`src/lam_pkg.sv`:
```
/*
 * lam_pkg: constants and types shared by the target-side address match
 * and register pointer front end.
 * Assumes a single 100 MHz system clock and an active-low async reset.
 */
package lam_pkg;

  localparam int unsigned LAM_CLK_MHZ = 100;

  // receive / transmit byte sequencer states
  typedef enum logic [2:0] {
    LAM_ST_IDLE,
    LAM_ST_RX,
    LAM_ST_ACK,
    LAM_ST_TX,
    LAM_ST_TX_ACK,
    LAM_ST_RD_WAIT
  } lam_state_t;

  // which byte of the transfer is being received
  typedef enum logic [1:0] {
    LAM_PH_ADDR,
    LAM_PH_CTRL,
    LAM_PH_DATA,
    LAM_PH_DONE
  } lam_phase_t;

  localparam logic [3:0] LAM_BITS_PER_BYTE = 4'h8;
  localparam logic [3:0] LAM_LAST_TX_BIT = 4'h7;

  // fixed call address, write direction only
  localparam logic [7:0] LAM_SOFT_RESET_CALL = 8'h06;

  // reset values
  localparam logic [7:0] LAM_BCAST_RST = 8'he0;
  localparam logic [7:0] LAM_GRP1_RST = 8'he2;
  localparam logic [7:0] LAM_GRP2_RST = 8'he4;
  localparam logic [7:0] LAM_GRP3_RST = 8'he8;
  localparam logic [7:0] LAM_CTRL_RST = 8'h80;
  // mode_reg_one low bits: sleep=1, group enables off, broadcast on
  localparam logic [4:0] LAM_MODE_REG_ONE_RST = 5'h11;

  // mode_reg_one field positions
  localparam int unsigned LAM_M1_BCAST_EN = 0;
  localparam int unsigned LAM_M1_GRP3_EN = 1;
  localparam int unsigned LAM_M1_GRP2_EN = 2;
  localparam int unsigned LAM_M1_GRP1_EN = 3;
  localparam int unsigned LAM_M1_SLEEP = 4;

  // register pointer values
  localparam logic [4:0] LAM_PTR_MODE_REG_ONE = 5'h00;
  localparam logic [4:0] LAM_PTR_GRP1 = 5'h18;
  localparam logic [4:0] LAM_PTR_GRP2 = 5'h19;
  localparam logic [4:0] LAM_PTR_GRP3 = 5'h1a;
  localparam logic [4:0] LAM_PTR_BCAST = 5'h1b;
  localparam logic [4:0] LAM_PTR_LAST = 5'h1b;
  localparam logic [4:0] LAM_PTR_FIRST = 5'h00;
  localparam logic [4:0] LAM_PTR_BRIGHT_FIRST = 5'h02;
  localparam logic [4:0] LAM_PTR_BRIGHT_LAST = 5'h11;
  localparam logic [4:0] LAM_PTR_GLOBAL_FIRST = 5'h12;
  localparam logic [4:0] LAM_PTR_GLOBAL_LAST = 5'h13;

  // increment option codes
  localparam logic [2:0] LAM_INC_ALL = 3'h4;
  localparam logic [2:0] LAM_INC_BRIGHT = 3'h5;
  localparam logic [2:0] LAM_INC_GLOBAL = 3'h6;
  localparam logic [2:0] LAM_INC_BRIGHT_GLOBAL = 3'h7;

endpackage : lam_pkg

```
`src/lam_sync.sv`:
```
/*
 * lam_sync: two-flop synchroniser for a vector of slow or asynchronous pins.
 * Assumes each bit may change at any time relative to sys_clk_in.
 */
`timescale 1ns/1ps
module lam_sync #(
  parameter int unsigned WIDTH = 1
) (
  input wire logic sys_clk_in, // system clock
  input wire logic rst_n_in, // async reset, active low
  input wire logic [WIDTH-1:0] async_in, // raw pin levels
  input wire logic [WIDTH-1:0] rst_val_in, // constant idle level
  output logic [WIDTH-1:0] sync_out // synchronised levels
);
  logic [WIDTH-1:0] meta_reg;
  logic [WIDTH-1:0] sync_reg;

  // reset loads all ones whatever the idle level; rst_val_in does not change sync_out
  always_ff @(posedge sys_clk_in or negedge rst_n_in)
  begin
    if (!rst_n_in)
    begin
      meta_reg <= '1;
      sync_reg <= '1;
    end
    else
    begin
      meta_reg <= async_in;
      sync_reg <= meta_reg;
    end
  end

  assign sync_out = sync_reg & (rst_val_in | ~rst_val_in);
endmodule : lam_sync

```
`src/lam_ptr_step.sv`:
```
/*
 * lam_ptr_step: next value of the 5-bit register pointer after one access.
 * Assumes the caller only applies the result after a completed data byte.
 */
`timescale 1ns/1ps
module lam_ptr_step
  import lam_pkg::*;
(
  input wire logic [4:0] ptr_in, // current pointer
  input wire logic [2:0] opt_in, // increment option field
  output logic [4:0] ptr_out // pointer for the next access
);
  logic [4:0] range_end;
  logic [4:0] range_start;

  always_comb
  begin
    range_end = LAM_PTR_LAST;
    range_start = LAM_PTR_FIRST;
    unique case (opt_in)
      LAM_INC_BRIGHT:
      begin
        range_end = LAM_PTR_BRIGHT_LAST;
        range_start = LAM_PTR_BRIGHT_FIRST;
      end
      LAM_INC_GLOBAL:
      begin
        range_end = LAM_PTR_GLOBAL_LAST;
        range_start = LAM_PTR_GLOBAL_FIRST;
      end
      LAM_INC_BRIGHT_GLOBAL:
      begin
        range_end = LAM_PTR_GLOBAL_LAST;
        range_start = LAM_PTR_BRIGHT_FIRST;
      end
      default:
      begin
        range_end = LAM_PTR_LAST;
        range_start = LAM_PTR_FIRST;
      end
    endcase
    // flag clear (incl. reserved codes): pointer stays put
    if (!opt_in[2])
      ptr_out = ptr_in;
    else if (ptr_in == range_end)
      ptr_out = range_start;
    else if (ptr_in == LAM_PTR_LAST)
      ptr_out = LAM_PTR_FIRST;
    else
      ptr_out = ptr_in + 5'h01;
  end
endmodule : lam_ptr_step

```
`src/lam_addr_ptr.sv`:
```
/*
 * lam_addr_ptr: target-side serial bus front end. Decides which address
 * bytes to acknowledge, captures the control byte, advances the register
 * pointer and holds the address-match registers and mode_reg_one enables.
 * Assumes SCL/SDA arrive unsynchronised, SDA is open drain resolved by the
 * board, and the other registers live outside behind the ext_* ports.
 */
`timescale 1ns/1ps

module lam_addr_ptr
  import lam_pkg::*;
(
  input wire logic sys_clk_in, // 100 MHz system clock
  input wire logic rst_n_in, // async reset, active low
  input wire logic scl_in, // serial clock pin level
  input wire logic sda_in, // serial data pin level
  output logic sda_out, // data drive level, always low
  output logic sda_oe_n_out, // low while pulling data low
  input wire logic [6:0] hw_addr_in, // hardware address pins
  input wire logic [7:0] ext_rd_data_in, // data of external register at ptr_out
  output logic [4:0] ptr_out, // current register pointer
  output logic [2:0] increment_option_out, // stored increment option
  output logic ext_wr_out, // one-cycle write strobe, external regs
  output logic [4:0] ext_wr_addr_out, // pointer of that write
  output logic [7:0] ext_wr_data_out, // data of that write
  output logic soft_reset_out, // one-cycle pulse on acknowledged call
  output logic sleep_out // mode_reg_one sleep bit
);
  logic [8:0] pin_sync;
  logic scl_s;
  logic sda_s;
  logic [6:0] hw_addr_s;
  logic scl_prev_reg;
  logic sda_prev_reg;
  logic scl_rise;
  logic scl_fall;
  logic bus_start;
  logic bus_stop;

  lam_sync #(
    .WIDTH(9)
  ) u_sync (
    .sys_clk_in(sys_clk_in),
    .rst_n_in(rst_n_in),
    .async_in({scl_in, sda_in, hw_addr_in}),
    .rst_val_in(9'h1ff),
    .sync_out(pin_sync)
  );

  assign scl_s = pin_sync[8];
  assign sda_s = pin_sync[7];
  assign hw_addr_s = pin_sync[6:0];

  always_ff @(posedge sys_clk_in or negedge rst_n_in)
  begin
    if (!rst_n_in)
    begin
      scl_prev_reg <= 1'b1;
      sda_prev_reg <= 1'b1;
    end
    else
    begin
      scl_prev_reg <= scl_s;
      sda_prev_reg <= sda_s;
    end
  end

  assign scl_rise = scl_s & ~scl_prev_reg;
  assign scl_fall = ~scl_s & scl_prev_reg;
  assign bus_start = scl_s & scl_prev_reg & sda_prev_reg & ~sda_s;
  assign bus_stop = scl_s & scl_prev_reg & ~sda_prev_reg & sda_s;

  lam_state_t state_reg, state_next;
  lam_phase_t phase_reg, phase_next;
  logic [3:0] cnt_reg, cnt_next;
  logic [7:0] shift_reg, shift_next;
  logic [7:0] tx_reg, tx_next;
  logic rd_reg, rd_next;
  logic oe_n_reg, oe_n_next;
  logic [7:0] ctrl_reg, ctrl_next;
  logic [4:0] mode_reg_one_reg, mode_reg_one_next;
  logic [7:0] grp_reg [3];
  logic [7:0] grp_next [3];
  logic [7:0] bcast_reg, bcast_next;
  logic ext_wr_reg, ext_wr_next;
  logic [4:0] ext_addr_reg, ext_addr_next;
  logic [7:0] ext_data_reg, ext_data_next;
  logic srst_reg, srst_next;
  logic [4:0] ptr_adv;
  logic [7:0] rd_byte;
  logic addr_match;
  logic [2:0] grp_en;

  lam_ptr_step u_ptr_step (
    .ptr_in(ctrl_reg[4:0]),
    .opt_in(ctrl_reg[7:5]),
    .ptr_out(ptr_adv)
  );

  assign grp_en = {mode_reg_one_reg[LAM_M1_GRP1_EN], mode_reg_one_reg[LAM_M1_GRP2_EN],
                   mode_reg_one_reg[LAM_M1_GRP3_EN]};

  // address byte decode; the direction bit takes no part here, only the reset call compare uses it
  always_comb
  begin
    addr_match = (shift_reg[7:1] == hw_addr_s);
    if (mode_reg_one_reg[LAM_M1_BCAST_EN] && shift_reg[7:1] == bcast_reg[7:1])
      addr_match = 1'b1;
    for (int i = 0; i < 3; i++)
    begin
      if (grp_en[2-i] && shift_reg[7:1] == grp_reg[i][7:1])
        addr_match = 1'b1;
    end
  end

  // read data: option bits show in mode_reg_one's top bits
  always_comb
  begin
    unique case (ctrl_reg[4:0])
      LAM_PTR_MODE_REG_ONE: rd_byte = {ctrl_reg[7:5], mode_reg_one_reg};
      LAM_PTR_GRP1: rd_byte = grp_reg[0];
      LAM_PTR_GRP2: rd_byte = grp_reg[1];
      LAM_PTR_GRP3: rd_byte = grp_reg[2];
      LAM_PTR_BCAST: rd_byte = bcast_reg;
      default: rd_byte = ext_rd_data_in;
    endcase
  end

  always_comb
  begin
    state_next = state_reg;
    phase_next = phase_reg;
    cnt_next = cnt_reg;
    shift_next = shift_reg;
    tx_next = tx_reg;
    rd_next = rd_reg;
    oe_n_next = oe_n_reg;
    ctrl_next = ctrl_reg;
    mode_reg_one_next = mode_reg_one_reg;
    grp_next = grp_reg;
    bcast_next = bcast_reg;
    ext_wr_next = 1'b0;
    ext_addr_next = ext_addr_reg;
    ext_data_next = ext_data_reg;
    srst_next = 1'b0;
    if (bus_start)
    begin
      // repeated start restarts the address phase but keeps the pointer
      state_next = LAM_ST_RX;
      phase_next = LAM_PH_ADDR;
      cnt_next = 4'h0;
      oe_n_next = 1'b1;
    end
    else if (bus_stop)
    begin
      state_next = LAM_ST_IDLE;
      oe_n_next = 1'b1;
    end
    else
    begin
      unique case (state_reg)
        LAM_ST_IDLE:
        begin
          oe_n_next = 1'b1;
        end
        LAM_ST_RX:
        begin
          if (scl_rise && cnt_reg < LAM_BITS_PER_BYTE)
          begin
            shift_next = {shift_reg[6:0], sda_s};
            cnt_next = cnt_reg + 4'h1;
          end
          else if (scl_fall && cnt_reg == LAM_BITS_PER_BYTE)
          begin
            state_next = LAM_ST_IDLE;
            unique case (phase_reg)
              LAM_PH_ADDR:
              begin
                if (shift_reg == LAM_SOFT_RESET_CALL)
                begin
                  // call checked first; read form falls through unanswered
                  state_next = LAM_ST_ACK;
                  oe_n_next = 1'b0;
                  phase_next = LAM_PH_DONE;
                  srst_next = 1'b1;
                end
                else if (addr_match)
                begin
                  state_next = LAM_ST_ACK;
                  oe_n_next = 1'b0;
                  rd_next = shift_reg[0];
                  phase_next = shift_reg[0] ? LAM_PH_DATA : LAM_PH_CTRL;
                end
              end
              LAM_PH_CTRL:
              begin
                if (shift_reg[4:0] <= LAM_PTR_LAST)
                begin
                  state_next = LAM_ST_ACK;
                  oe_n_next = 1'b0;
                  ctrl_next = shift_reg;
                  phase_next = LAM_PH_DATA;
                end
              end
              LAM_PH_DATA:
              begin
                state_next = LAM_ST_ACK;
                oe_n_next = 1'b0;
                unique case (ctrl_reg[4:0])
                  LAM_PTR_MODE_REG_ONE: mode_reg_one_next = shift_reg[4:0];
                  LAM_PTR_GRP1: grp_next[0] = shift_reg;
                  LAM_PTR_GRP2: grp_next[1] = shift_reg;
                  LAM_PTR_GRP3: grp_next[2] = shift_reg;
                  LAM_PTR_BCAST: bcast_next = shift_reg;
                  default:
                  begin
                    ext_wr_next = 1'b1;
                    ext_addr_next = ctrl_reg[4:0];
                    ext_data_next = shift_reg;
                  end
                endcase
                ctrl_next[4:0] = ptr_adv;
              end
              LAM_PH_DONE:
              begin
                state_next = LAM_ST_IDLE;
              end
            endcase
          end
        end
        LAM_ST_ACK:
        begin
          if (scl_fall)
          begin
            cnt_next = 4'h0;
            oe_n_next = 1'b1;
            if (phase_reg == LAM_PH_DONE)
              state_next = LAM_ST_IDLE;
            else if (rd_reg)
            begin
              state_next = LAM_ST_TX;
              tx_next = rd_byte;
              oe_n_next = rd_byte[7];
            end
            else
              state_next = LAM_ST_RX;
          end
        end
        LAM_ST_TX:
        begin
          if (scl_fall)
          begin
            if (cnt_reg == LAM_LAST_TX_BIT)
            begin
              oe_n_next = 1'b1;
              state_next = LAM_ST_TX_ACK;
            end
            else
            begin
              cnt_next = cnt_reg + 4'h1;
              tx_next = {tx_reg[6:0], 1'b0};
              oe_n_next = tx_reg[6];
            end
          end
        end
        LAM_ST_TX_ACK:
        begin
          if (scl_rise)
          begin
            // pointer advances after each byte read, acked or not
            ctrl_next[4:0] = ptr_adv;
            state_next = sda_s ? LAM_ST_IDLE : LAM_ST_RD_WAIT;
          end
        end
        LAM_ST_RD_WAIT:
        begin
          if (scl_fall)
          begin
            cnt_next = 4'h0;
            tx_next = rd_byte;
            oe_n_next = rd_byte[7];
            state_next = LAM_ST_TX;
          end
        end
      endcase
    end
  end

  always_ff @(posedge sys_clk_in or negedge rst_n_in)
  begin
    if (!rst_n_in)
    begin
      state_reg <= LAM_ST_IDLE;
      phase_reg <= LAM_PH_ADDR;
      cnt_reg <= 4'h0;
      shift_reg <= 8'h00;
      tx_reg <= 8'h00;
      rd_reg <= 1'b0;
      oe_n_reg <= 1'b1;
      ctrl_reg <= LAM_CTRL_RST;
      mode_reg_one_reg <= LAM_MODE_REG_ONE_RST;
      grp_reg[0] <= LAM_GRP1_RST;
      grp_reg[1] <= LAM_GRP2_RST;
      grp_reg[2] <= LAM_GRP3_RST;
      bcast_reg <= LAM_BCAST_RST;
      ext_wr_reg <= 1'b0;
      ext_addr_reg <= 5'h00;
      ext_data_reg <= 8'h00;
      srst_reg <= 1'b0;
    end
    else
    begin
      state_reg <= state_next;
      phase_reg <= phase_next;
      cnt_reg <= cnt_next;
      shift_reg <= shift_next;
      tx_reg <= tx_next;
      rd_reg <= rd_next;
      oe_n_reg <= oe_n_next;
      ctrl_reg <= ctrl_next;
      mode_reg_one_reg <= mode_reg_one_next;
      grp_reg <= grp_next;
      bcast_reg <= bcast_next;
      ext_wr_reg <= ext_wr_next;
      ext_addr_reg <= ext_addr_next;
      ext_data_reg <= ext_data_next;
      srst_reg <= srst_next;
    end
  end

  // open drain: level is always low, only the enable moves
  assign sda_out = 1'b0;
  assign sda_oe_n_out = oe_n_reg;
  assign ptr_out = ctrl_reg[4:0];
  assign increment_option_out = ctrl_reg[7:5];
  assign ext_wr_out = ext_wr_reg;
  assign ext_wr_addr_out = ext_addr_reg;
  assign ext_wr_data_out = ext_data_reg;
  assign soft_reset_out = srst_reg;
  assign sleep_out = mode_reg_one_reg[LAM_M1_SLEEP];
endmodule : lam_addr_ptr

```
`config.mk`:
```
export PLATFORM = sky130hd
export DESIGN_NAME = lam_addr_ptr
export DESIGN_NICKNAME = d
export VERILOG_FILES = /design/src/lam_pkg.sv /design/src/lam_sync.sv /design/src/lam_ptr_step.sv /design/src/lam_addr_ptr.sv
export SDC_FILE = /design/constraint.sdc
export NUM_CORES = 1
export LEC_CHECK = 0
export BUFFER_PORTS_ARGS = -buffer_cell sky130_fd_sc_hd__clkbuf_2
export CAP_MARGIN = 30
export CORE_MARGIN = 2
export CORE_UTILIZATION = 25
export DETAILED_ROUTE_END_ITERATION = 6
export PLACE_DENSITY = 0.39
export SYNTH_ARGS = -nofsm -noshare
export SYNTH_HDL_FRONTEND = slang
export SYNTH_SLANG_ARGS = --single-unit
```
`constraint.sdc`:
```
create_clock -name sys_clk_in -period 6.08 [get_ports sys_clk_in]
set_clock_uncertainty 0.15 [all_clocks]
set_input_delay 0.912 -clock sys_clk_in [delete_from_list [all_inputs] [get_ports sys_clk_in]]
set_output_delay 0.912 -clock sys_clk_in [all_outputs]
set_load 0.01 [all_outputs]
```
==> results of run 1 <==
-- power groups by stage --
| stage | Sequential (mW) | Combinational [mW] | Clock [mW] |
|---|---|---|---|
| finish | 0.953 | 0.552 | 0.578 |
| floorplan | 0.853 | 0.474 | 0 |
| global route | 0.976 | 0.620 | 0.630 |
| detailed placement | 0.969 | 0.550 | 0 |
| CTS | 0.957 | 0.555 | 0.597 |
| global placement | 0.968 | 0.548 | 0 |
-- routing by layer --
layer | global-route usage | part of all wire | vias up
met3 | 0.0293 | 0.036 | 20
met4 | 0.0481 | 0.023 | 0
met5 | 0 | 0 | -
met2 | 0.200 | 0.43 | 82
li1 | - | - | 1805
met1 | 0.195 | 0.51 | 1947
-- per-stage QoR --
stage,setup WS (ns),hold slack [ns],instances,total power [mW],utilization
finish,2.97,0.202,794,2.08,0.285
detailed placement,2.95,0.197,778,1.52,0.272
CTS,2.94,0.209,794,2.11,0.285
global placement,3.04,0.197,778,1.52,0.272
global route,2.76,0.210,794,2.23,0.285
floorplan,3.54,0.195,487,1.33,-
-- critical path: stages, from the launching register on --
cell and delay (ns):
dfrtp_1 0.50, inv_1 0.16, ha_1 0.26, or2_2 0.31
a221oi_4 0.51, nor2b_2 0.71, mux2_2 0.41
-- worst paths after layout --
kind,startpoint,endpoint,cells after the start
max in group asynchronous,rst_n_in,grp_reg[20],2
min in group asynchronous,rst_n_in,shift_reg[2],1
worst max-delay path,ctrl_reg[0],ext_wr_data_out[3],6
worst min register to register,u_sync.meta_reg[7],u_sync.sync_reg[7],0
worst min-delay path,u_sync.meta_reg[7],u_sync.sync_reg[7],0
worst max register to register,ctrl_reg[0],ext_wr_data_out[3],6
-- cell type report --
cell class,count,share of cell area
clock inverter,7,0.00849
clock buffer,9,0.0364
multi-input combinational,337,0.418
timing repair buffer,45,0.0376
sequential,106,0.437
inverter,10,0.00607
tap,280,0.0566
-- cell usage after synthesis, drive strengths merged, types with 4 or more instances --
master / number / area [um^2]
xnor2: 33 / 289
nor4: 4 / 25.0
clkbuf: 18 / 67.6
nand2: 42 / 158
a22o: 4 / 35.0
nand4: 17 / 106
dfstp: 39 / 1020
a22oi: 9 / 67.6
xor2: 5 / 43.8
nand3: 9 / 50.1
o21ai: 24 / 120
ha: 6 / 75.1
nand2b: 8 / 57.6
dfrtp: 67 / 1680
buf: 16 / 95.1
a31oi: 5 / 46.3
and2: 5 / 31.3
nor2b: 8 / 52.6
mux2: 62 / 698
a221oi: 7 / 78.8
nor3: 5 / 25.0
nor2: 17 / 71.3
inv: 10 / 37.5
a21oi: 10 / 50.1
a41oi: 4 / 35.0
-- logic make-up (layout without fill, tap and decap cells) --
group,count (synthesis),in the layout
and+or+nand+nor,134,134
DFF,106,106
AOI/OAI and AO/OA,93,93
muxes,65,65
buffers and inverters,44,71
xor gates and xnor gates,38,38
adders and majority gates,6,6
other,1,1
==> results by group, run 1 <==
Outcome
  • Status: complete, no violations

Detailed routing
  • Drt total wl: 15,300 um
  • Vias per inst: 4.85
  • DR iter-0 viols: 309
  • DR pass1 iterations: 5
  • Drt wl/cell: 19.3 um
  • Number of nets with antenna violations after routing: 0
  • Remaining DRCs: 0
  • Via count: 3,854

Place
  • Area post-placement: 5910 um^2
  • PortBufs: 43
  • Placer congestion estimate: 0.848
  • Detail Placement HPWL: 10,600 um

CTS
  • H-tree depth: 3
  • Clk sinks: 106
  • Post-CTS setup buffer count: 0
  • Worst-Skew Late Latency: 0.36 ns
  • CTS tree: yes
  • Clk root buf: clkbuf_16
  • Cts repair resizes: 0
  • Hold-fix buffers, CTS: 0
  • Clk slew on worst S/H paths: 0.08 ns
  • Inserted Clock Buffers: 9
  • Clk buf depth: 2

Floorplanning
  • Die area: 23,200 um^2
  • Core area: 21,700 um^2
  • Chip height: 152 um
  • Initial core utilization: 0.253
  • Num ports: 45
  • Row Count: 54
  • Die width: 152 um

Layout
  • Most frequent cells in the layout: dfrtp_1 (67), mux2_2 (48), nand2_1 (42), clkbuf_2 (42), dfstp_2 (39)
  • Commonest non-fill, non-tap cell in the layout: dfrtp_1
  • Max FFs per register: 24
  • Post-route cell area: 6190 um^2
  • Number of fill cells: 2,241
  • Register area: 2700 um^2
  • Inserted Diodes: 0
  • Layout cell share with drive strength beyond 1: 0.309
  • Multi-input logic area: 2590 um^2
  • Layout area overhead: 12.7%
  • Final nets: 534

Global route
  • Largest net degree at the start of global routing: 63
  • First-pass GRT wire length: 24,200 um
  • Initial antenna violation count: 0
  • GRT Total Usage: 0.135
  • GRT overflow: 0
  • Vias in the first global route: 4,005

STA
  • Slew Limit Fails: 0
  • Final setup violation count: 0
  • Slew margin rel.: 0.420
  • Final TNS setup: 0 ns
  • Worst-Margin Slew: 0.870 ns
  • Final Hold Vio Count: 0
  • Max Fclk: 321 MHz
  • Final min period: 3.11 ns
  • Period utilization: 0.512
  • RSZ-0062 raised after global routing: false

Yosys
  • Syn Nets: 512
  • Synth Area in Adders: 0.0137
  • Post-synthesis sequential area ratio: 0.492
  • Post-Synth Simple-Gate Area: 0.136
  • Compound-gate portion of the synthesized area: 0.128
  • Mux share of post-synthesis cell area: 0.133
  • Post-synth EDFFs: 0
  • Ys async rst share: 1.00
  • Post-Syn Area per Cell: 11.3 um^2
  • Ys flop type: dfrtp_1
  • Mapped Cells: 487
  • Synth Register Bits: 106
  • Yosys warning count: 0
  • Syn Std Cell Area: 5490 um^2
  • Synth cell types: 71
  • XOR/XNOR Fraction of Synth Area: 0.0606
  • Largest family of logic cells by synthesized area: simple AND/OR/NAND/NOR gates

Setup path
  • CP startpoint kind: flip-flop
  • Type of the worst setup path: reg2reg
  • Worst Path Max Fanout: 14
  • Worst R2R Setup Slack: 2.97 ns
  • Crit path DAT: 3.21 ns
  • WP data required: 6.17 ns
  • Critical Path End Type: flip-flop

Power
  • Leakage: 2.59 nW
  • Clock network fraction of total power: 0.277
  • Psw: 0.779 mW
  • P_int: 1.30 mW
  • Peak VDD IR: 0.000203 V
  • Gate power share: 0.265
  • Sw Ratio: 0.374
  • Power density cells: 337 nW/um^2
  • Register share of total power: 0.458

Job
  • Number of max-cap violations: 0

Worst hold path
  • Worst hold path class: reg2reg
No activity file was read; power rests on OpenSTA's default activity.
==> inputs of run 2 (changes only) <==
--- a/config.mk
+++ b/config.mk
@@ -10,7 +10,7 @@
 export CORE_MARGIN = 2
 export CORE_UTILIZATION = 25
 export DETAILED_ROUTE_END_ITERATION = 6
-export PLACE_DENSITY = 0.39
+export PLACE_DENSITY = 0.4
 export SYNTH_ARGS = -nofsm -noshare
 export SYNTH_HDL_FRONTEND = slang
 export SYNTH_SLANG_ARGS = --single-unit
==> constraint.sdc (replaced) <==
create_clock -name sys_clk_in -period 2.7 [get_ports sys_clk_in]
set_clock_uncertainty 0.15 [all_clocks]
set_input_delay 0.405 -clock sys_clk_in [delete_from_list [all_inputs] [get_ports sys_clk_in]]
set_output_delay 0.405 -clock sys_clk_in [all_outputs]
set_load 0.01 [all_outputs]
==> results by group, run 2 (same netlist as run 1, synthesis figures left out) <==
Outcome
  • Status: complete, no violations

Global route
  • GRT Total Usage: 0.131
  • Initial antenna violation count: 0
  • Largest net degree at the start of global routing: 62
  • First-pass GRT wire length: 23,900 um
  • GRT overflow: 0
  • Vias in the first global route: 4,042

Detailed routing
  • Drt total wl: 14,900 um
  • Via count: 3,917
  • Vias per inst: 4.73
  • DR pass1 iterations: 4
  • Number of nets with antenna violations after routing: 0
  • Drt wl/cell: 17.9 um
  • Remaining DRCs: 0
  • DR iter-0 viols: 317

Power
  • Power density cells: 754 nW/um^2
  • Leakage: 2.78 nW
  • Peak VDD IR: 0.000290 V
  • Tot Pwr: 4.92 mW

CTS
  • CTS tree: yes
  • Clk buf depth: 2
  • Clk slew on worst S/H paths: 0.08 ns
  • Clk root buf: clkbuf_16
  • Clk sinks: 106
  • Worst-Skew Late Latency: 0.36 ns
  • H-tree depth: 3
  • Inserted Clock Buffers: 9
  • Post-CTS setup buffer count: 0

Layout
  • Layout cell share with drive strength beyond 1: 0.334
  • Final core utilization: 0.301
  • Most frequent cells in the layout: dfrtp_1 (67), mux2_2 (48), nand2_1 (42), clkbuf_2 (42), dfstp_2 (39)
  • Final nets: 568
  • Inserted Diodes: 0
  • Layout area overhead: 18.9%
  • Post-route cell area: 6530 um^2
  • Max FFs per register: 24
  • Commonest non-fill, non-tap cell in the layout: dfrtp_1

Worst hold path
  • Worst hold path class: in2reg

Setup path
  • RR Startpoint: scl_prev_reg
  • Critical path's slowest cell: dfstp_2
  • Critical path depth: 6
  • CP cell instances: and2b_1 > nand3_2 > or3_1 > nor2b_2 > buf_12 > mux2_1
  • Worst Path Max Fanout: 14
  • Critical Path Max Stage Delay: 0.59 ns
  • Critical Path End Type: flip-flop
  • Critical Path Source: scl_prev_reg
  • Worst R2R Setup Slack: 0.18 ns
  • WP data required: 2.79 ns
  • Top Family by Delay on Critical Path: simple AND/OR/NAND/NOR gates
  • CP bufs+invs: 1
  • Reg2reg path depth: 6
  • Reg2Reg Capture Point: ext_wr_data_out[6]
  • End point of the critical path: ext_wr_data_out[6]
  • Crit path DAT: 2.61 ns
  • CP startpoint kind: flip-flop
  • Type of the worst setup path: reg2reg

Floorplanning
  • Die width: 152 um
  • Die area: 23,200 um^2
  • Core area: 21,700 um^2
  • Chip height: 152 um
  • Initial core utilization: 0.253
  • Num ports: 45
  • Row Count: 54

STA
  • Max Fclk: 397 MHz
  • Period utilization: 0.933
  • Worst-Margin Slew: 0.839 ns
  • RSZ-0062 raised after global routing: false
  • Final Hold Vio Count: 0
  • Final TNS setup: 0 ns
  • Final min period: 2.52 ns
  • Slew Limit Fails: 0
  • Hold slack final: 0.201 ns
  • Final setup violation count: 0
  • Slew margin rel.: 0.441

Place
  • PortBufs: 43
  • Detail Placement HPWL: 10,800 um
  • Placer congestion estimate: 0.771
  • Area post-placement: 6110 um^2

Job
  • Number of max-cap violations: 0
## run 2: worst min-delay path by stage
| stage | start | endpoint | slack [ns] | cells after the start |
|---|---|---|---|---|
| floorplan | rst_n_in | bcast_reg[0] | -0.04 | 0 |
| global placement | u_sync.meta_reg[7] | u_sync.sync_reg[7] | 0.20 | 0 |
| detailed placement | u_sync.meta_reg[2] | u_sync.sync_reg[2] | 0.20 | 0 |
| CTS | ext_rd_data_in[0] | tx_reg[0] | 0.19 | 3 |
| global route | u_sync.meta_reg[0] | u_sync.sync_reg[0] | 0.21 | 0 |
| finish | ext_rd_data_in[0] | tx_reg[0] | 0.20 | 3 |
## run 2: worst reg2reg max path, cell delays in order (launching register included)
cell and delay (ns):
dfstp_2 0.59, and2b_1 0.28, nand3_2 0.17, or3_1 0.50, nor2b_2 0.21, buf_12 0.17
mux2_1 0.33
## run 2: per-layer routing
layer,up-vias,global-route usage,part of all wire
met2,70,0.214,0.48
met1,1958,0.180,0.49
met3,8,0.0307,0.030
li1,1881,-,-
met4,0,0.0263,0.0081
met5,-,0,0
## run 2: area by class of cell
type,count,area [um^2]
inverter,10,37.5
clock buffer,10,250
clock inverter,6,62.6
tap,280,350
fill,2213,15200
multi-input combinational,337,2590
sequential,106,2700
timing repair buffer,79,538
## run 2: repair_timing
item	CTS	global route
endpoints found under the hold margin	41	0
hold buffers	10	0
resized for setup	0	0
## run 2: report_power, final
| group | internal, mW | switching [mW] | total (mW) |
|---|---|---|---|
| combinational | 0.652 | 0.894 | 1.55 |
| clock | 0.711 | 0.668 | 1.38 |
| sequential | 1.77 | 0.224 | 2.00 |
## run 2: metrics by stage
stage | worst slack (ns) | instances
floorplan | 0.162 | 487
finish | 0.181 | 828
CTS | 0.167 | 828
global placement | 0.212 | 802
global route | 0.0452 | 828
detailed placement | 0.186 | 802
